[config.mk]
export PLATFORM = sky130hd
export DESIGN_NAME = hdcr_regs
export DESIGN_NICKNAME = d
export VERILOG_FILES = /design/src/hdcr_cal_engine.v /design/src/hdcr_level_scale.v /design/src/hdcr_regs.v
export VERILOG_INCLUDE_DIRS = /design/src /design/src/include
export SDC_FILE = /design/constraint.sdc
export NUM_CORES = 1
export LEC_CHECK = 0
export ABC_AREA = 1
export BUFFER_PORTS_ARGS = -buffer_cell sky130_fd_sc_hd__clkbuf_2
export CAP_MARGIN = 15
export CORE_MARGIN = 8
export CORE_UTILIZATION = 43
export CTS_CLUSTER_SIZE = 12
export DETAILED_ROUTE_END_ITERATION = 10
export PLACE_DENSITY = 0.68
export SLEW_MARGIN = 15
export SYNTH_ARGS = -nofsm -noshare
export SYNTH_HDL_FRONTEND = slang
export SYNTH_SLANG_ARGS = --single-unit
[constraint.sdc]
create_clock -name clk_sys_i -period 22 [get_ports clk_sys_i]
set_input_delay 1.1 -clock clk_sys_i [delete_from_list [all_inputs] [get_ports clk_sys_i]]
set_output_delay 1.1 -clock clk_sys_i [all_outputs]
set_load 0.03 [all_outputs]
[src/include/hdcr_consts.vh]
// register offsets, reset values and scaling constants of the drive calibration bank
`ifndef HDCR_CONSTS_VH
`define HDCR_CONSTS_VH

// register indexes; byte address is four times the index
`define HDCR_IDX_PEAK_DRIVE   8'h15
`define HDCR_IDX_NOMINAL      8'h16
`define HDCR_IDX_BOOST        8'h17
`define HDCR_IDX_LOSS_COMP    8'h18
`define HDCR_IDX_BACKEMF      8'h19
`define HDCR_IDX_CTRL         8'h1B
`define HDCR_IDX_STATUS       8'h1C

// reset values
`define HDCR_RST_PEAK_DRIVE   8'hFF
`define HDCR_RST_NOMINAL      8'h3E
`define HDCR_RST_BOOST        8'h8C
`define HDCR_RST_LOSS_COMP    8'h0C
`define HDCR_RST_BACKEMF      8'h6F
`define HDCR_RST_CTRL         8'h00

// control register fields
`define HDCR_CTRL_CLOSED_LOOP 0
`define HDCR_CTRL_CAL_START   1
`define HDCR_CTRL_SCALE_LO    2
`define HDCR_CTRL_SCALE_HI    3

// status register fields
`define HDCR_STAT_CAL_BUSY    0
`define HDCR_STAT_CAL_DONE    1

// full scale of an 8-bit level code
`define HDCR_FULL_SCALE       8'hFF

// calibration measurement settle time in ns, and its cycle count at 10 ns
`define HDCR_CAL_SETTLE_NS    1000
`define HDCR_CLK_PERIOD_NS    10
`define HDCR_CAL_SETTLE_CYC   (`HDCR_CAL_SETTLE_NS / `HDCR_CLK_PERIOD_NS)

`endif

[src/hdcr_cal_engine.v]
// calibration sequencer: measures impedance and back-emf, yields the two result codes
`timescale 1ns/1ns
module hdcr_cal_engine (
    // clock and reset
    input  wire       clk_sys_i,
    input  wire       rst_n_i,
    // control
    input  wire       start_i,
    input  wire [7:0] nominal_i,
    // measurements from the analog front end
    input  wire [7:0] meas_impedance_i,
    input  wire [7:0] meas_backemf_i,
    // results
    output reg        busy_o,
    output reg        done_o,
    output reg  [7:0] comp_o,
    output reg  [7:0] backemf_o
);
`include "hdcr_consts.vh"

    localparam [2:0] S_IDLE   = 3'b001;
    localparam [2:0] S_SETTLE = 3'b010;
    localparam [2:0] S_STORE  = 3'b100;

    reg [2:0]  state;
    reg [15:0] cnt;
    reg [7:0]  nominal_held;

    always @(posedge clk_sys_i or negedge rst_n_i) begin
        if (!rst_n_i) begin
            state        <= S_IDLE;
            cnt          <= 16'h0000;
            busy_o       <= 1'b0;
            done_o       <= 1'b0;
            comp_o       <= 8'h00;
            backemf_o    <= 8'h00;
            nominal_held <= 8'h00;
        end else begin
            done_o <= 1'b0;
            case (state)
                S_IDLE: begin
                    if (start_i) begin
                        // nominal level is an input to the routine
                        nominal_held <= nominal_i;
                        cnt          <= 16'h0000;
                        busy_o       <= 1'b1;
                        state        <= S_SETTLE;
                    end
                end
                S_SETTLE: begin
                    if (cnt == `HDCR_CAL_SETTLE_CYC - 1) begin
                        state <= S_STORE;
                    end else begin
                        cnt <= cnt + 16'h0001;
                    end
                end
                S_STORE: begin
                    // higher impedance means more loss to offset
                    comp_o    <= meas_impedance_i;
                    // back-emf seen at nominal drive, capped at the nominal code
                    backemf_o <= (meas_backemf_i > nominal_held) ? nominal_held
                                                                  : meas_backemf_i;
                    busy_o    <= 1'b0;
                    done_o    <= 1'b1;
                    state     <= S_IDLE;
                end
                default: begin
                    state  <= S_IDLE;
                    busy_o <= 1'b0;
                end
            endcase
        end
    end
endmodule

[src/hdcr_level_scale.v]
// scales a drive level by a ratio n/255 and applies the loss compensation coefficient
`timescale 1ns/1ns
module hdcr_level_scale (
    // clock and reset
    input  wire       clk_sys_i,
    input  wire       rst_n_i,
    // operands
    input  wire [7:0] level_i,
    input  wire [7:0] peak_i,
    input  wire [7:0] comp_i,
    // result
    output reg  [8:0] drive_o
);
`include "hdcr_consts.vh"

    reg  [15:0] peaked;
    wire [15:0] peaked_rnd;
    wire [15:0] peaked_div;
    wire [7:0]  peaked_lvl;
    wire [15:0] comp_part;
    wire [15:0] comp_rnd;
    wire [15:0] comp_div;
    wire [8:0]  sum;

    // level scaled by the peak ratio: level * peak / 255
    always @* begin
        peaked = level_i * peak_i;
    end
    // rounded division by 255, not a shift by 8, so full scale stays full scale
    assign peaked_rnd = peaked + 16'h0080;
    assign peaked_div = peaked_rnd + {8'h00, peaked_rnd[15:8]};
    assign peaked_lvl = peaked_div[15:8];

    // gain times (1 + comp/255), same rounded division
    assign comp_part = peaked_lvl * comp_i;
    assign comp_rnd  = comp_part + 16'h0080;
    assign comp_div  = comp_rnd + {8'h00, comp_rnd[15:8]};
    assign sum = {1'b0, peaked_lvl} + {1'b0, comp_div[15:8]};

    always @(posedge clk_sys_i or negedge rst_n_i) begin
        if (!rst_n_i) begin
            drive_o <= 9'h000;
        end else begin
            drive_o <= sum;
        end
    end
endmodule

[src/hdcr_regs.v]
// haptic drive calibration register bank with wishbone slave and playback level outputs
// Notes on behaviour
// - peak drive register resets to FF; scales the level to value/255 of full scale before loss compensation
// - nominal level resets to 3E; closed-loop full-scale reference
// - open loop ignores nominal level and uses boost limit as reference
// - boost limit resets to 8C; caps closed-loop overdrive output
// - in open loop boost limit is the full-scale reference
// - loss compensation resets to 0C; calibration stores its result there
// - calibration measures impedance to derive loss compensation
// - drive gain multiplied by one plus compensation over 255
// - back-emf result resets to 6F; holds back-emf at nominal drive
// - back-emf result selects closed-loop feedback gain
// - back-emf volts equal value/255 times 1.22 over selected gain
`timescale 1ns/1ns
module hdcr_regs (
    // clock and reset
    input  wire        clk_sys_i,
    input  wire        rst_n_i,
    // wishbone slave
    input  wire        wb_cyc_i,
    input  wire        wb_stb_i,
    input  wire        wb_we_i,
    input  wire [7:0]  wb_adr_i,
    input  wire [3:0]  wb_sel_i,
    input  wire [31:0] wb_dat_i,
    output reg  [31:0] wb_dat_o,
    output reg         wb_ack_o,
    // playback engine
    input  wire [7:0]  play_level_i,
    input  wire        overdrive_i,
    // calibration front end
    input  wire [7:0]  meas_impedance_i,
    input  wire [7:0]  meas_backemf_i,
    // drive outputs
    output reg  [8:0]  drive_level_o,
    output reg  [7:0]  fb_gain_o,
    output reg  [1:0]  backemf_scale_select_o,
    output reg         closed_loop_o
);
`include "hdcr_consts.vh"

    reg  [7:0] a2v_peak_drive_level;
    reg  [7:0] nominal_motor_level;
    reg  [7:0] boost_limit;
    reg  [7:0] cal_loss_compensation;
    reg  [7:0] cal_backemf_level;
    reg  [7:0] ctrl;
    reg        cal_done_flag;
    reg        cal_start;
    reg  [7:0] ref_level;
    reg  [7:0] limited;
    reg  [7:0] next_rdata;
    reg  [7:0] next_fb_gain;
    wire       cal_busy;
    wire       cal_done;
    wire [7:0] cal_comp;
    wire [7:0] cal_bemf;
    wire [8:0] scaled;
    wire       wr_en;
    wire       req;
    wire [15:0] ref_prod;
    wire [7:0]  ref_scaled;
    wire [15:0] ref_rnd;
    wire [15:0] ref_div;

    assign req   = wb_cyc_i & wb_stb_i & ~wb_ack_o;
    assign wr_en = req & wb_we_i & wb_sel_i[0];

    // calibration sequencer
    hdcr_cal_engine u_cal (
        .clk_sys_i        (clk_sys_i),
        .rst_n_i          (rst_n_i),
        .start_i          (cal_start),
        .nominal_i        (nominal_motor_level),
        .meas_impedance_i (meas_impedance_i),
        .meas_backemf_i   (meas_backemf_i),
        .busy_o           (cal_busy),
        .done_o           (cal_done),
        .comp_o           (cal_comp),
        .backemf_o        (cal_bemf)
    );

    // registers; a finished calibration wins over a same-cycle host write
    always @(posedge clk_sys_i or negedge rst_n_i) begin
        if (!rst_n_i) begin
            a2v_peak_drive_level  <= `HDCR_RST_PEAK_DRIVE;
            nominal_motor_level   <= `HDCR_RST_NOMINAL;
            boost_limit           <= `HDCR_RST_BOOST;
            cal_loss_compensation <= `HDCR_RST_LOSS_COMP;
            cal_backemf_level     <= `HDCR_RST_BACKEMF;
            ctrl                  <= `HDCR_RST_CTRL;
            cal_done_flag         <= 1'b0;
            cal_start             <= 1'b0;
        end else begin
            cal_start <= 1'b0;
            if (wr_en) begin
                case (wb_adr_i)
                    `HDCR_IDX_PEAK_DRIVE: a2v_peak_drive_level <= wb_dat_i[7:0];
                    `HDCR_IDX_NOMINAL:    nominal_motor_level  <= wb_dat_i[7:0];
                    `HDCR_IDX_BOOST:      boost_limit          <= wb_dat_i[7:0];
                    `HDCR_IDX_LOSS_COMP:  cal_loss_compensation <= wb_dat_i[7:0];
                    `HDCR_IDX_BACKEMF:    cal_backemf_level    <= wb_dat_i[7:0];
                    `HDCR_IDX_CTRL: begin
                        ctrl      <= {4'h0, wb_dat_i[3:2], 1'b0, wb_dat_i[0]};
                        // start ignored while a run is in progress
                        cal_start <= wb_dat_i[`HDCR_CTRL_CAL_START] & ~cal_busy;
                    end
                    default: ;
                endcase
            end
            if (cal_done) begin
                cal_loss_compensation <= cal_comp;
                cal_backemf_level     <= cal_bemf;
            end
            // done flag: set wins over a clear written to the status word
            if (cal_done) begin
                cal_done_flag <= 1'b1;
            end else if (wr_en && wb_adr_i == `HDCR_IDX_STATUS
                         && wb_dat_i[`HDCR_STAT_CAL_DONE]) begin
                cal_done_flag <= 1'b0;
            end
        end
    end

    // reference level for full scale depends on loop mode
    always @* begin
        if (ctrl[`HDCR_CTRL_CLOSED_LOOP]) begin
            ref_level = nominal_motor_level;
        end else begin
            ref_level = boost_limit;
        end
    end

    // request scaled to reference, then overdrive clamp in closed loop
    assign ref_prod   = play_level_i * ref_level;
    assign ref_rnd    = ref_prod + 16'h0080;
    assign ref_div    = ref_rnd + {8'h00, ref_rnd[15:8]};
    assign ref_scaled = ref_div[15:8];

    always @* begin
        if (ctrl[`HDCR_CTRL_CLOSED_LOOP] && overdrive_i) begin
            // overdrive may exceed nominal but never the boost limit
            limited = boost_limit;
        end else begin
            limited = ref_scaled;
        end
    end

    hdcr_level_scale u_scale (
        .clk_sys_i (clk_sys_i),
        .rst_n_i   (rst_n_i),
        .level_i   (limited),
        .peak_i    (a2v_peak_drive_level),
        .comp_i    (cal_loss_compensation),
        .drive_o   (scaled)
    );

    // feedback gain falls as back-emf grows; the selected scale sets volts per code
    always @* begin
        next_fb_gain = `HDCR_FULL_SCALE - cal_backemf_level;
    end

    // read mux
    always @* begin
        case (wb_adr_i)
            `HDCR_IDX_PEAK_DRIVE: next_rdata = a2v_peak_drive_level;
            `HDCR_IDX_NOMINAL:    next_rdata = nominal_motor_level;
            `HDCR_IDX_BOOST:      next_rdata = boost_limit;
            `HDCR_IDX_LOSS_COMP:  next_rdata = cal_loss_compensation;
            `HDCR_IDX_BACKEMF:    next_rdata = cal_backemf_level;
            `HDCR_IDX_CTRL:       next_rdata = ctrl;
            `HDCR_IDX_STATUS:     next_rdata = {6'h00, cal_done_flag, cal_busy};
            default:              next_rdata = 8'h00;
        endcase
    end

    // bus answer one cycle after request; unmapped reads return zero
    always @(posedge clk_sys_i or negedge rst_n_i) begin
        if (!rst_n_i) begin
            wb_ack_o               <= 1'b0;
            wb_dat_o               <= 32'h00000000;
            drive_level_o          <= 9'h000;
            fb_gain_o              <= 8'h00;
            backemf_scale_select_o <= 2'h0;
            closed_loop_o          <= 1'b0;
        end else begin
            wb_ack_o               <= req;
            wb_dat_o               <= (req && !wb_we_i) ? {24'h000000, next_rdata}
                                                        : 32'h00000000;
            drive_level_o          <= scaled;
            fb_gain_o              <= next_fb_gain;
            backemf_scale_select_o <= ctrl[`HDCR_CTRL_SCALE_HI:`HDCR_CTRL_SCALE_LO];
            closed_loop_o          <= ctrl[`HDCR_CTRL_CLOSED_LOOP];
        end
    end
endmodule
* After elaboration in Yosys (flattened, before gate mapping)
Index checks and enable logic that the tools add are counted.
** Storage, ports and cells
- Word-level logic and storage cells :: 101
- Bits in registers :: 128
- Bits of input ports :: 74
- Output and inout bits :: 53
** Cells by class
- Bitwise logic cells :: 8
- Multiply operators :: 3
- Add/subtract/negate cells :: 9
- Equality and inequality tests :: 14
- Order comparisons :: 1
- Muxes and demuxes :: 24
- Reduce and logical (&&, ||, !) cells :: 20
** Operator list (number)
- $mux 8 :: 10
- $eq 8x5->1 const B :: 7
- $pmux 8 s7 :: 1
- $add 16x8->16 :: 3
- $add 16x8->16 const B :: 3
- $mul 8x8->16 :: 3
- $mux 16 :: 2
- $pmux 16 s2 :: 1
- $reduce_and 2->1 :: 9
- $add 16x1->16 const B :: 1
- $eq 16x7->1 const B :: 1
- $reduce_bool 2->1 :: 5
- $add 8x8->9 :: 1
- $gt 8x8->1 :: 1
- $sub 8x8->8 const A :: 1
- $mux 1 :: 6
- $mux 3 :: 2
- $pmux 3 s2 :: 1
- $and 1x1->1 :: 5
- $logic_and 1x1->1 :: 4
- $ne 2x2->1 const B :: 2
- $eq 3x1->1 const B :: 1
- $eq 3x2->1 const B :: 1
- $eq 3x3->1 const B :: 1
- 5 further kinds :: 7

* Longest topological paths before layout
Gate-level depths: netlist (run 1).
- Word-level depth :: 12
- Mapped depth :: 107
- Gate-level depth less buffers :: 106

* Modules after synthesis
Synthesis (run 1) repeated with hierarchy kept, for this count alone.
** Unflattened totals
- Cells, all modules :: 2040
- Area, all modules :: 14754.2 µm²
** Modules (own cells, without submodules)
- hdcr_regs :: sequential area each 1881.8 µm², cells an instance 802, area each 6150.9 µm², instances 1
- hdcr_level_scale :: sequential area each 225.2 µm², cells an instance 909, area each 6082.1 µm², instances 1
- hdcr_cal_engine :: sequential area each 1127.3 µm², cells an instance 329, area each 2521.2 µm², instances 1

* Least setup slack after synthesis (run 1)
Ideal clock, no wire load.
- Path type :: input-to-reg
- Start :: input port play_level_i[7]
- End :: register u_scale.drive_o[7]
- Stages on the path :: 95
- Arrival time :: 16913 ps
- Path buffers :: 0
- Setup slack :: 4965 ps
- Library setup time :: 122 ps
- Data required time :: 21878 ps
- Cells stage by stage :: inv_1 or2_2 fa_1 fa_1 inv_1 fa_1 inv_1 fa_1 inv_1 ha_1 nand2_2 inv_1 nand2_1 nand2_1 nand2_1 nand3_1 a21oi_1 nor2_1 [59 not listed] xor2_1 inv_1 ha_1 a21oi_1 nor2_1 a21oi_1 nand2_1 xor2_1 ha_1 a21oi_1 nand2_1 a21oi_1 inv_1 a21oi_1 nor2_1 o21ai_0 nand2_1 xor2_1
** Between the ends
- Longest elaborated chain between the ends :: 11
** Ends and longest elaborated chain
- start, declared :: RTL line hdcr_regs.v:29 : input wire [7:0] play_level_i,
- $mul 8x8->16 * :: RTL line hdcr_regs.v:135 : assign ref_prod = play_level_i * ref_level;
- $add 16x8->16 * :: RTL line hdcr_regs.v:136 : assign ref_rnd = ref_prod + 16'h0080;
- $add 16x8->16 * :: RTL line hdcr_regs.v:137 : assign ref_div = ref_rnd + {8'h00, ref_rnd[15:8]};
- $mux 8 * :: RTL line hdcr_regs.v:141 : if (ctrl[`HDCR_CTRL_CLOSED_LOOP] && overdrive_i) begin
- $mul 8x8->16 * :: RTL line hdcr_level_scale.v:27 : peaked = level_i * peak_i;
- $add 16x8->16 * :: RTL line hdcr_level_scale.v:30 : assign peaked_rnd = peaked + 16'h0080;
- $add 16x8->16 * :: RTL line hdcr_level_scale.v:31 : assign peaked_div = peaked_rnd + {8'h00, peaked_rnd[15:8]};
- $mul 8x8->16 :: RTL line hdcr_level_scale.v:35 : assign comp_part = peaked_lvl * comp_i;
- $add 16x8->16 :: RTL line hdcr_level_scale.v:36 : assign comp_rnd = comp_part + 16'h0080;
- $add 16x8->16 :: RTL line hdcr_level_scale.v:37 : assign comp_div = comp_rnd + {8'h00, comp_rnd[15:8]};
- $add 8x8->9 * :: RTL line hdcr_level_scale.v:38 : assign sum = {1'b0, peaked_lvl} + {1'b0, comp_div[15:8]};
- named net u_scale.sum[7] :: RTL line hdcr_level_scale.v:23 : wire [8:0] sum;
- end signal, assigned :: RTL line hdcr_level_scale.v:44 : drive_o <= sum;
- end, declared :: RTL line hdcr_level_scale.v:12 : output reg [8:0] drive_o
Mark *: on every way through the listed nets, which the timed path passes. The rest lies on a longest branch.
A chain may end at the register's enable or synchronous reset.

* Worst setup path after layout (run 1)
- Start :: register ctrl[0]
- End :: register u_scale.drive_o[7]
** Between the ends
- Longest elaborated chain between the ends :: 12
- Elaborated cells between the ends (all ways) :: 13
- Classes of those cells :: add/sub (7); mul (3); mux (2); reduce/logical (1)
** Ends and longest elaborated chain
- start, declared :: RTL line hdcr_regs.v:47 : reg [7:0] ctrl;
- start signal, assigned :: RTL line hdcr_regs.v:91 : ctrl <= `HDCR_RST_CTRL;
- start signal, assigned :: RTL line hdcr_regs.v:104 : ctrl <= {4'h0, wb_dat_i[3:2], 1'b0, wb_dat_i[0]};
- $mux 8 :: RTL line hdcr_regs.v:127 : if (ctrl[`HDCR_CTRL_CLOSED_LOOP]) begin
- $mul 8x8->16 :: RTL line hdcr_regs.v:135
- $add 16x8->16 :: RTL line hdcr_regs.v:136
- $add 16x8->16 :: RTL line hdcr_regs.v:137
- $mux 8 * :: RTL line hdcr_regs.v:141
- $mul 8x8->16 * :: RTL line hdcr_level_scale.v:27
- $add 16x8->16 * :: RTL line hdcr_level_scale.v:30
- $add 16x8->16 * :: RTL line hdcr_level_scale.v:31
- $mul 8x8->16 :: RTL line hdcr_level_scale.v:35
- $add 16x8->16 :: RTL line hdcr_level_scale.v:36
- $add 16x8->16 :: RTL line hdcr_level_scale.v:37
- $add 8x8->9 * :: RTL line hdcr_level_scale.v:38
- named net u_scale.sum[7] :: RTL line hdcr_level_scale.v:23
Marked as above.

==> summary.md, run 1 <==
| Metric | Value |
|---|---|
| Clock tree sinks | 128 |
| CP max stage delay | ~0.86 ns |
| CP required | 22.30 ns |
| CORE AREA | 0.0314 mm^2 |
| Reg clk slew, reported paths | 0.06 ns |
| Worst Clk Skew | around 0.0086 ns |
| Seq/Total Area, Yosys | about a quarter |
| Combinational power share | 6.8% |
| TNS Setup | 0 ns |
| Commonest non-fill, non-tap cell in the layout | inv_1 |
| Die X | 194 um |
| Worst rel slew slack | 31.1% |
| Status | complete, no violations |
| Worst path arrival time | 19.93 ns |
| Synth Area per Inst | 7.62 um^2 |
| CP bufs+invs | 17 |
| Placed cell count | 2254 |
| Vias in the first global route | 12005 |
| Synth warnings | 0 |
| Internal | 0.451 mW |
| # rows | 65 |
| Ratio of cells with drive above 1 in the final layout | 9.17% |
| Clock Tree Buf Depth | 2 |
| Die height | around 190 um |
| Final cell count without fillers | between 2000 and 2500 |
| CTS Hold Bufs | 0 |
| Nets | 2208 |
| Switch share | 24.6% |
| DRC | 0 |
| Initial Util | 43.5% |
| Period utilization | 89.2% |
| Setup violators final | 0 |
| Worst Hold Class | flip-flop to flip-flop |
| RePlAce Congestion | ~0.92 |
| CTS H-tree depth | 4 |
| CTS tree | done |
| Initial antenna violation count | 4 |
| Synth Register Bits | 128 |
| Final min period | ~20 ns |
| Pleak | between 8 and 9 nW |
| DR vias/cell | 5.08 |
| Num CTS Buffers | 17 |
| Slowest cell on the critical path | o21ai_0 |
| Hold Fails Final Rpt | 0 |
| PD cells | 39.6 mW/mm^2 |
| Max-Cap Viols | 0 |
| Clock share of power | 53.5% |
| Setup crit end kind | flip-flop |
| CP Launch Type | flip-flop |
| DR vias | 11635 |
| Initial DRC Count | 792 |
| Ports | 127 |
| Clk Latency, worst-skew pair | 0.42 ns |
| # port buffers | between 70 and 80 |
| Critical path fanouts, max | 20 |
| Die area | 0.0377 mm^2 |
| Setup Crit Path Kind | flip-flop to flip-flop |
| Worst Max-Slew Pin Slew | 1.02 ns |
| Largest net degree at the start of global routing | 85 |
| Most frequent cells in the layout | inv_1 (370), nand2_1 (337), nor2_1 (235) |
| Post-DRT Antenna Nets | 0 |
| Clock root buffer | clkbuf_16 |
| Detailed Route WL | 35.2 mm |
| CP dominant cell by count | nand2_1 |
| Post-synth EDFFs | 0 |
| Overflow after GRT | 0 |
| Netlist Area Pre-Place | 0.0137 mm^2 |
| Worst ir drop on vdd | between 0.05 and 0.06 mV |
| Seq pwr share | 39.7% |
| Drt first pass iters | 6 |
| RSZ-0062 raised after global routing | no |
| Main flop type after synthesis | dfrtp_1 |
| Post-DP HPWL | between 20 and 30 mm |
| Post-CTS Setup Inserts | 0 |
| NetSw | about 0.15 mW |
| Area Overhead vs Synth | 10.7% |
| Post-CTS Resized | 0 |
| Synth Instances | 1791 |
| Max-slew violation count | 0 |
| Crit path max-delay family | adder cells |
| Asr flop ratio synth | between 90% and 100% |
| Max Clk Rate | 50.9 MHz |
| Routed len/inst | 15.4 um |
| All-Layer GR Usage | 19.1% |
| Global-route wire length before repair | 59.5 mm |
| Synth cell types | 53 |
==> cell type report <==
type                       count  area [um^2]
inverter                     376         1410
fill                        3045        16300
antenna                        2         5.00
multi-input combinational   1271         8850
tap                          402          503
sequential                   128         3230
clock buffer                  18          429
timing repair buffer          79          439
clock inverter                14          229
==> Yosys cell counts (4+ instances only) <==
cell type,count,area share [%]
inv_1,370,10
nand2_1,337,9.3
nor2_1,235,6.5
ha_1,149,14
fa_1,112,16
dfrtp_1,103,19
o21ai_0,96,3.5
a21oi_1,74,2.7
nand3_1,63,2.3
xor2_1,35,2.2
dfstp_2,25,4.8
buf_4,24,1.3
nor3_1,20,0.73
nand4_1,18,0.82
clkbuf_1,13,0.36
o22ai_1,12,0.55
o21ai_1,10,0.37
nand2_2,7,0.32
nor4_1,6,0.28
or2_2,6,0.28
a31oi_1,5,0.23
inv_2,5,0.14
nand3b_1,5,0.28
xnor2_1,5,0.32
a211oi_1,4,0.22
nor2_2,4,0.18
o21bai_1,4,0.22
or2_1,4,0.18
xor2_2,4,0.48
==> path summary, 6_finish.rpt <==
path / startpoint / endpoint / slack, ns / depth (start not counted)
min: u_scale.drive_o[3] / drive_level_o[3] / 0.34 / 0
min reg2reg: u_scale.drive_o[3] / drive_level_o[3] / 0.34 / 0
max in group asynchronous: rst_n_i / boost_limit[7] / 20.33 / 3
max: ctrl[0] / u_scale.drive_o[7] / 2.37 / 98
max reg2reg: ctrl[0] / u_scale.drive_o[7] / 2.37 / 98
min in group asynchronous: rst_n_i / drive_level_o[5] / 0.60 / 1
==> registers in the layout, indices dropped and copies added (netlist names), 2 cells and up <==
register and cells:
nominal_motor_level 8, u_cal.comp_o 8, u_cal.state 3, boost_limit 8, a2v_peak_drive_level 8, u_cal.backemf_o 8
ctrl 3, u_scale.drive_o 9, fb_gain_o 8, u_cal.nominal_held 8, drive_level_o 9, cal_loss_compensation 8
cal_backemf_level 8, wb_dat_o 8, u_cal.cnt 16, backemf_scale_select_o 2
==> worst reg2reg max path, delay by kind of cell (launching register included) <==
family | cells | cell delay [ns]
adders and majority gates | 19 | 8.39
AOI/OAI and AO/OA | 20 | 4.07
and+or+nand+nor | 35 | 3.09
xor gates and xnor gates | 7 | 2.13
buffers and inverters | 17 | 1.25
DFF | 1 | 0.61
==> layer usage <==
layer  track usage (%)  wire, um  up-vias  share of wire, %
met5                 0        10        -             0.028
met4              4.84       618        2               1.8
met3              3.12      2000       43               5.7
met2              32.7     17000      303                48
met1              24.9     15600     5567                44
li1                  -         -     5720                 -
==> per-stage QoR <==
step	instance area (um^2)	setup slack (ns)	utilization (%)	hold slack, ns	power, mW
finish	15100	2.37	48.1	0.344	0.598
global route	15100	0.598	48.1	0.350	0.617
CTS	15100	2.49	48.0	0.347	0.601
detailed placement	14400	2.62	45.9	0.335	0.282
global placement	14400	2.80	45.9	0.335	0.281
floorplan	13700	4.97	-	0.331	0.267
==> kinds of logic after synthesis <==
| kind of cell | share of synthesized area [%] |
|---|---|
| AND/OR/NAND/NOR | 21.6 |
| buffers and inverters | 12.1 |
| adder cells (fa/ha/maj) | 30.1 |
| AO/OA/AOI/OAI | 9.30 |
| flip-flops | 23.7 |
| XOR/XNOR | 3.24 |
| other | 0.0275 |
==> power groups by stage <==
stage                     Combinational [mW]  Sequential (mW)  Clock [mW]
after floorplan                       0.0255            0.242           0
after global placement                0.0393            0.242           0
after detailed placement              0.0399            0.242           0
after CTS                             0.0401            0.238       0.323
after global routing                  0.0458            0.238       0.333
final                                 0.0406            0.238       0.320
No activity file was read; power rests on OpenSTA's default activity.
==> inputs of run 2 (changes only) <==
Settings changed: CORE_UTILIZATION 43 to 55, PLACE_DENSITY 0.68 to 0.82.
==> summary.md, run 2 (same netlist as run 1, synthesis figures left out) <==
| Metric | Value |
|---|---|
| CP Launch Type | flip-flop |
| Num CTS Buffers | 17 (unchanged) |
| All-Layer GR Usage | 23.5% (+4.3 points) |
| Initial DRC Count | 1029 (+30%) |
| Clock Tree Buf Depth | 2 (unchanged) |
| Slowest cell on the critical path | o21ai_0 |
| Hold Path Depth | 0 (unchanged) |
| Initial antenna violation count | 1 (-3) |
| Post-CTS Setup Inserts | 0 (unchanged) |
| Hold path start | u_scale.drive_o[6] |
| PD cells | 37.7 mW/mm^2 (-4.7%) |
| Max-Cap Viols | 0 (unchanged) |
| Reg2reg path depth | 99 (+1.0%) |
| Max-slew violation count | 0 (unchanged) |
| Reg clk slew, reported paths | 0.06 ns (about the same) |
| Period utilization | 89.7% (+0.49 points) |
| Overflow after GRT | 0 (unchanged) |
| Worst Hold Class | flip-flop to flip-flop |
| Clk Latency, worst-skew pair | 0.43 ns (about the same) |
| Biggest register | u_cal.cnt |
| Reg2reg start | ctrl[0] |
| Largest net degree at the start of global routing | 70 (-18%) |
| Post-CTS Resized | 0 (unchanged) |
| Pleak | 7.94 nW (-0.75%) |
| Nets | 2206 (-0.091%) |
| Final cell count without fillers | 2209 (-3.5%) |
| CP max stage delay | 0.81 ns (-0.05 ns) |
| Worst rel slew slack | 27.5% (-3.6 points) |
| TNS Setup | 0 ns (unchanged) |
| Clock share of power | 50.6% (-2.9 points) |
| Area Overhead vs Synth | 9.06% |
| Setup violators final | 0 (unchanged) |
| Initial Util | 56.1% (+13 points) |
| Final min period | 19.74 ns (+0.108 ns) |
| Combinational power share | 7.1% (+0.3 points) |
| Routed len/inst | 15.9 um (+3.3%) |
| Top flop regs | u_cal.cnt (16), drive_level_o (9), u_scale.drive_o (9) |
| Hold Path Sink | drive_level_o[6] |
| Reg-to-reg endpoint | u_scale.drive_o[7] |
| # rows | 57 (-12%) |
| PnR Total Power | 0.562 mW (-6.1%) |
| # fillers | 2120 (-30%) |
| NetSw | 0.153 mW (+3.9%) |
| Hold Fails Final Rpt | 0 (unchanged) |
| Placed cell count | 2176 (-3.5%) |
| Drt first pass iters | 6 (unchanged) |
| Internal | 0.409 mW (-9.3%) |
| CORE AREA | 0.0243 mm^2 (-23%) |
| R2r setup slk | 2.26 ns (-0.11 ns) |
| Post-DP HPWL | 28.0 mm (-3.1%) |
| Die X | 174 um (-11%) |
| Worst ir drop on vdd | 0.0359 mV (-35%) |
| Die height | 174 um (-11%) |
| DR vias | 12071 (+3.7%) |
| RSZ-0062 raised after global routing | no |
| Fin Hold WS | 0.344 ns (+0.000131 ns) |
| Worst Max-Slew Pin Slew | 1.09 ns (+0.0649 ns) |
| Global-route wire length before repair | 58.4 mm (-1.8%) |
| Vias in the first global route | 12458 (+3.8%) |
| Detailed Route WL | 35.1 mm (-0.31%) |
| Max Clk Rate | 50.7 MHz (-0.55%) |
| Ratio of cells with drive above 1 in the final layout | 9.13% (-0.043 points) |
| Clock root buffer | clkbuf_16 |
| # port buffers | 75 (unchanged) |
| CTS tree | done |
| RePlAce Congestion | 0.943 (+2.2%) |
| CP dominant cell by count | nand2_1 |
| Critical path fanouts, max | 20 (unchanged) |
| Setup crit end kind | flip-flop |
| Worst path arrival time | 20.04 ns (+0.11 ns) |
| Commonest non-fill, non-tap cell in the layout | inv_1 |
| Ports | 127 (unchanged) |
| CP required | 22.31 ns (about the same) |
| Die area | 0.0301 mm^2 (-20%) |
| Worst Clk Skew | 0.0132 ns (+0.00463 ns) |
| DR vias/cell | 5.46 (+7.6%) |
| Status | complete, no violations |
| CTS H-tree depth | 4 (unchanged) |
| Switch share | 27.2% (+2.6 points) |
| DRC | 0 (unchanged) |
| Flip-flop count of the largest register after layout | 16 (unchanged) |
| Post-DRT Antenna Nets | 0 (unchanged) |
| CTS Hold Bufs | 0 (unchanged) |
| Most frequent cells in the layout | inv_1 (370), nand2_1 (337), nor2_1 (235) |
| Clock tree sinks | 128 (unchanged) |
| Seq pwr share | 42.3% (+2.6 points) |
| Setup Crit Path Kind | flip-flop to flip-flop |
==> run 2: worst max-delay path by stage <==
stage                         start            endpoint  slack, ns  cells past startpoint
finish                      ctrl[0]  u_scale.drive_o[7]       2.26                     99
global route                ctrl[0]  u_scale.drive_o[7]       0.92                    101
CTS                         ctrl[0]  u_scale.drive_o[7]       2.47                     99
detailed placement  play_level_i[7]  u_scale.drive_o[7]       2.60                     97
global placement    play_level_i[7]  u_scale.drive_o[7]       3.00                     97
floorplan           play_level_i[7]  u_scale.drive_o[7]       4.97                     95
==> run 2: worst max-delay path, delay by kind of cell, from the launching register on <==
kind	cells	cell delay (ns)
compound gates	16	3.42
fa+ha+maj	19	8.32
flops	1	0.63
simple gates	37	3.52
buf+inv	20	1.54
xor+xnor	7	2.13
==> run 2: power groups by stage <==
stage / sequential [mW] / clock (mW) / combinational, mW
finish: 0.238 / 0.284 / 0.0402
floorplan: 0.242 / 0 / 0.0255
global placement: 0.242 / 0 / 0.0386
CTS: 0.238 / 0.285 / 0.0399
detailed placement: 0.242 / 0 / 0.0395
global route: 0.238 / 0.296 / 0.0450
==> run 2: area by class of cell <==
type / instances / area [um^2] / area share [%]
flip-flops and latches: 128 / 3230 / 21.7
repair buffers: 77 / 393 / 2.64
well taps: 324 / 405 / 2.72
diodes: 1 / 2.50 / 0.0168
clock buffers: 18 / 439 / 2.95
inverters: 376 / 1410 / 9.48
multi-input cells: 1271 / 8850 / 59.5
clock inverters: 14 / 149 / 1.00
==> run 2: metal layers <==
| metal | GRT usage, % | vias up | wire, um |
|---|---|---|---|
| met5 | 0 | - | 0 |
| met4 | 10.6 | 0 | 1390 |
| met3 | 5.01 | 122 | 2670 |
| met2 | 39.7 | 516 | 16800 |
| met1 | 28.4 | 5721 | 14300 |
| li1 | - | 5712 | - |
==> run 2: through the flow <==
step	instance area [um^2]	utilization, %	worst slack, ns
finish	14900	61.2	2.26
global route	14900	61.2	0.920
CTS	14900	61.2	2.47
detailed placement	14300	58.8	2.60
global placement	14300	58.8	3.00
floorplan	13700	-	4.97
==> inputs of run 3 (changes only) <==
Settings changed: CTS_BUF_LIST from default to sky130_fd_sc_hd__clkbuf_16, SETUP_SLACK_MARGIN from default to 0.5.
==> summary.md, run 3 (same netlist as run 1, synthesis figures left out) <==
| Metric | Value |
|---|---|
| Status | complete, no violations |
| Worst path arrival time | 20.01 ns (-0.03 ns) |
| DR vias | 12040 (-0.26%) |
| CP dominant cell by count | nand2_1 |
| TNS Setup | 0 ns (unchanged) |
| Critical path fanouts, max | 20 (unchanged) |
| PD cells | 37.5 mW/mm^2 (-0.53%) |
| Post-CTS Resized | 0 (unchanged) |
| Drt first pass iters | 6 (unchanged) |
| CORE AREA | 0.0243 mm^2 (unchanged) |
| CTS H-tree depth | 4 (unchanged) |
| Commonest non-fill, non-tap cell in the layout | inv_1 |
| DRC | 0 (unchanged) |
| Initial Util | 56.1% (unchanged) |
| Setup violators final | 0 (unchanged) |
| Die X | 174 um (unchanged) |
| Global-route wire length before repair | 58.5 mm (+0.20%) |
| Worst rel slew slack | 27.6% (+0.11 points) |
| Post-layout util | 61.2% (about the same) |
| Worst Clk Skew | 0.0140 ns (+0.000720 ns) |
| Initial DRC Count | 922 (-10%) |
| Clock root buffer | clkbuf_16 |
| Routed len/inst | 15.9 um (about the same) |
| Worst Max-Slew Pin Slew | 1.09 ns (-0.00163 ns) |
| NetSw | 0.153 mW (about the same) |
| Area Overhead vs Synth | 8.99% (about the same) |
| Internal | 0.406 mW (-0.84%) |
| Setup crit end kind | flip-flop |
| Clk Latency, worst-skew pair | 0.43 ns (about the same) |
| Pleak | 7.94 nW (about the same) |
| Die height | 174 um (unchanged) |
| Die area | 0.0301 mm^2 (unchanged) |
| CP max stage delay | 0.79 ns (-0.02 ns) |
| Hold Fails Final Rpt | 0 (unchanged) |
| Clock share of power | 50.3% (-0.3 points) |
| Post-DRT Antenna Nets | 0 (unchanged) |
| Post-CTS Setup Inserts | 0 (unchanged) |
| Num CTS Buffers | 17 (unchanged) |
| Max-slew violation count | 0 (unchanged) |
| Worst Hold Class | flip-flop to flip-flop |
| # port buffers | 75 (unchanged) |
| Clock Tree Buf Depth | 2 (unchanged) |
| Worst ir drop on vdd | 0.0356 mV (-0.93%) |
| Biggest register | u_cal.cnt |
| CTS Hold Bufs | 0 (unchanged) |
| CP required | 22.30 ns (about the same) |
| Detailed Route WL | 35.1 mm (about the same) |
| Period utilization | 89.6% (-0.14 points) |
| All-Layer GR Usage | 23.5% (+0.040 points) |
| Nets | 2206 (unchanged) |
| Switch share | 27.4% (+0.18 points) |
| Clock tree sinks | 128 (unchanged) |
| Vias in the first global route | 12505 (+0.38%) |
| Seq pwr share | 42.5% (+0.2 points) |
| Slowest cell on the critical path | o21ai_0 |
| Overflow after GRT | 0 (unchanged) |
| DR vias/cell | 5.45 (-0.26%) |
| Setup Crit Path Kind | flip-flop to flip-flop |
| Ratio of cells with drive above 1 in the final layout | 9.08% (-0.053 points) |
| CP Launch Type | flip-flop |
| Max-Cap Viols | 0 (unchanged) |
| Reg clk slew, reported paths | 0.06 ns (about the same) |
| Initial antenna violation count | 1 (unchanged) |
| Largest net degree at the start of global routing | 70 (unchanged) |
| RePlAce Congestion | 0.943 (unchanged) |
| Post-DP HPWL | 28.0 mm (unchanged) |
| CTS tree | done |
| Max Clk Rate | 50.8 MHz (+0.16%) |
| Top flop regs | u_cal.cnt (16), drive_level_o (9), u_scale.drive_o (9) |
| Flip-flop count of the largest register after layout | 16 (unchanged) |
| RSZ-0062 raised after global routing | no |
| # rows | 57 (unchanged) |
| Final min period | 19.70 ns (-0.0310 ns) |
| Combinational power share | 7.2% (about the same) |
| Ports | 127 (unchanged) |
| # fillers | 2123 (+0.14%) |
| Most frequent cells in the layout | inv_1 (370), nand2_1 (337), nor2_1 (235) |
==> run 3: cell types whose count changed in the layout (fill, tap and decap cells not counted), sizes merged <==
cell	change
clkinv	+1
clkbuf	-1
==> run 3: power by group through the flow <==
stage | Clock (mW) | Combinational [mW] | Sequential, mW
finish | 0.281 | 0.0402 | 0.238
global route | 0.293 | 0.0451 | 0.238
CTS | 0.282 | 0.0400 | 0.238
detailed placement | 0 | 0.0395 | 0.242
global placement | 0 | 0.0386 | 0.242
floorplan | 0 | 0.0255 | 0.242
==> run 3: final timing paths <==
| path | depth (start not counted) | from | end | slack, ns |
|---|---|---|---|---|
| max in group asynchronous | 2 | rst_n_i | u_cal.cnt[15] | 19.93 |
| min reg2reg | 0 | u_scale.drive_o[6] | drive_level_o[6] | 0.35 |
| max reg2reg | 101 | ctrl[0] | u_scale.drive_o[7] | 2.30 |
| max | 101 | ctrl[0] | u_scale.drive_o[7] | 2.30 |
| min | 0 | u_scale.drive_o[6] | drive_level_o[6] | 0.35 |
| min in group asynchronous | 1 | rst_n_i | drive_level_o[6] | 0.77 |
==> run 3: stage by stage <==
step                worst slack (ns)  area, um^2  cells  hold slack [ns]  power (mW)
detailed placement              2.60       14300   2176            0.336       0.281
floorplan                       4.97       13700   1814            0.331       0.267
global placement                3.00       14300   2176            0.335       0.280
finish                          2.30       14900   2209            0.346       0.559
global route                   0.920       14900   2209            0.354       0.575
CTS                             2.47       14900   2208            0.349       0.559
==> run 3: routing by layer <==
metal / global-route usage (%) / vias up / routed length [um]
met4: 10.7 / 0 / 1460
met1: 28.4 / 5664 / 14000
li1: - / 5704 / -
met3: 5.03 / 137 / 2880
met5: 0 / - / 0
met2: 39.7 / 535 / 16700
==> run 3: critical path: cells and delay by family (launching register included) <==
family,cells,cell delay (ns)
compound gates,16,3.41
xor+xnor,6,1.71
fa+ha+maj,19,8.37
buf+inv,20,1.59
flops,1,0.63
simple gates,40,3.83
==> run 3: layout make-up <==
class | count | area (um^2) | area share (%)
Antenna cell | 1 | 2.50 | 0.0168
Tap cell | 324 | 405 | 2.72
Inverter | 376 | 1410 | 9.49
Clock inverter | 15 | 153 | 1.03
Timing Repair Buffer | 77 | 393 | 2.64
Clock buffer | 17 | 425 | 2.86
Multi-Input combinational cell | 1271 | 8850 | 59.5
Sequential cell | 128 | 3230 | 21.7
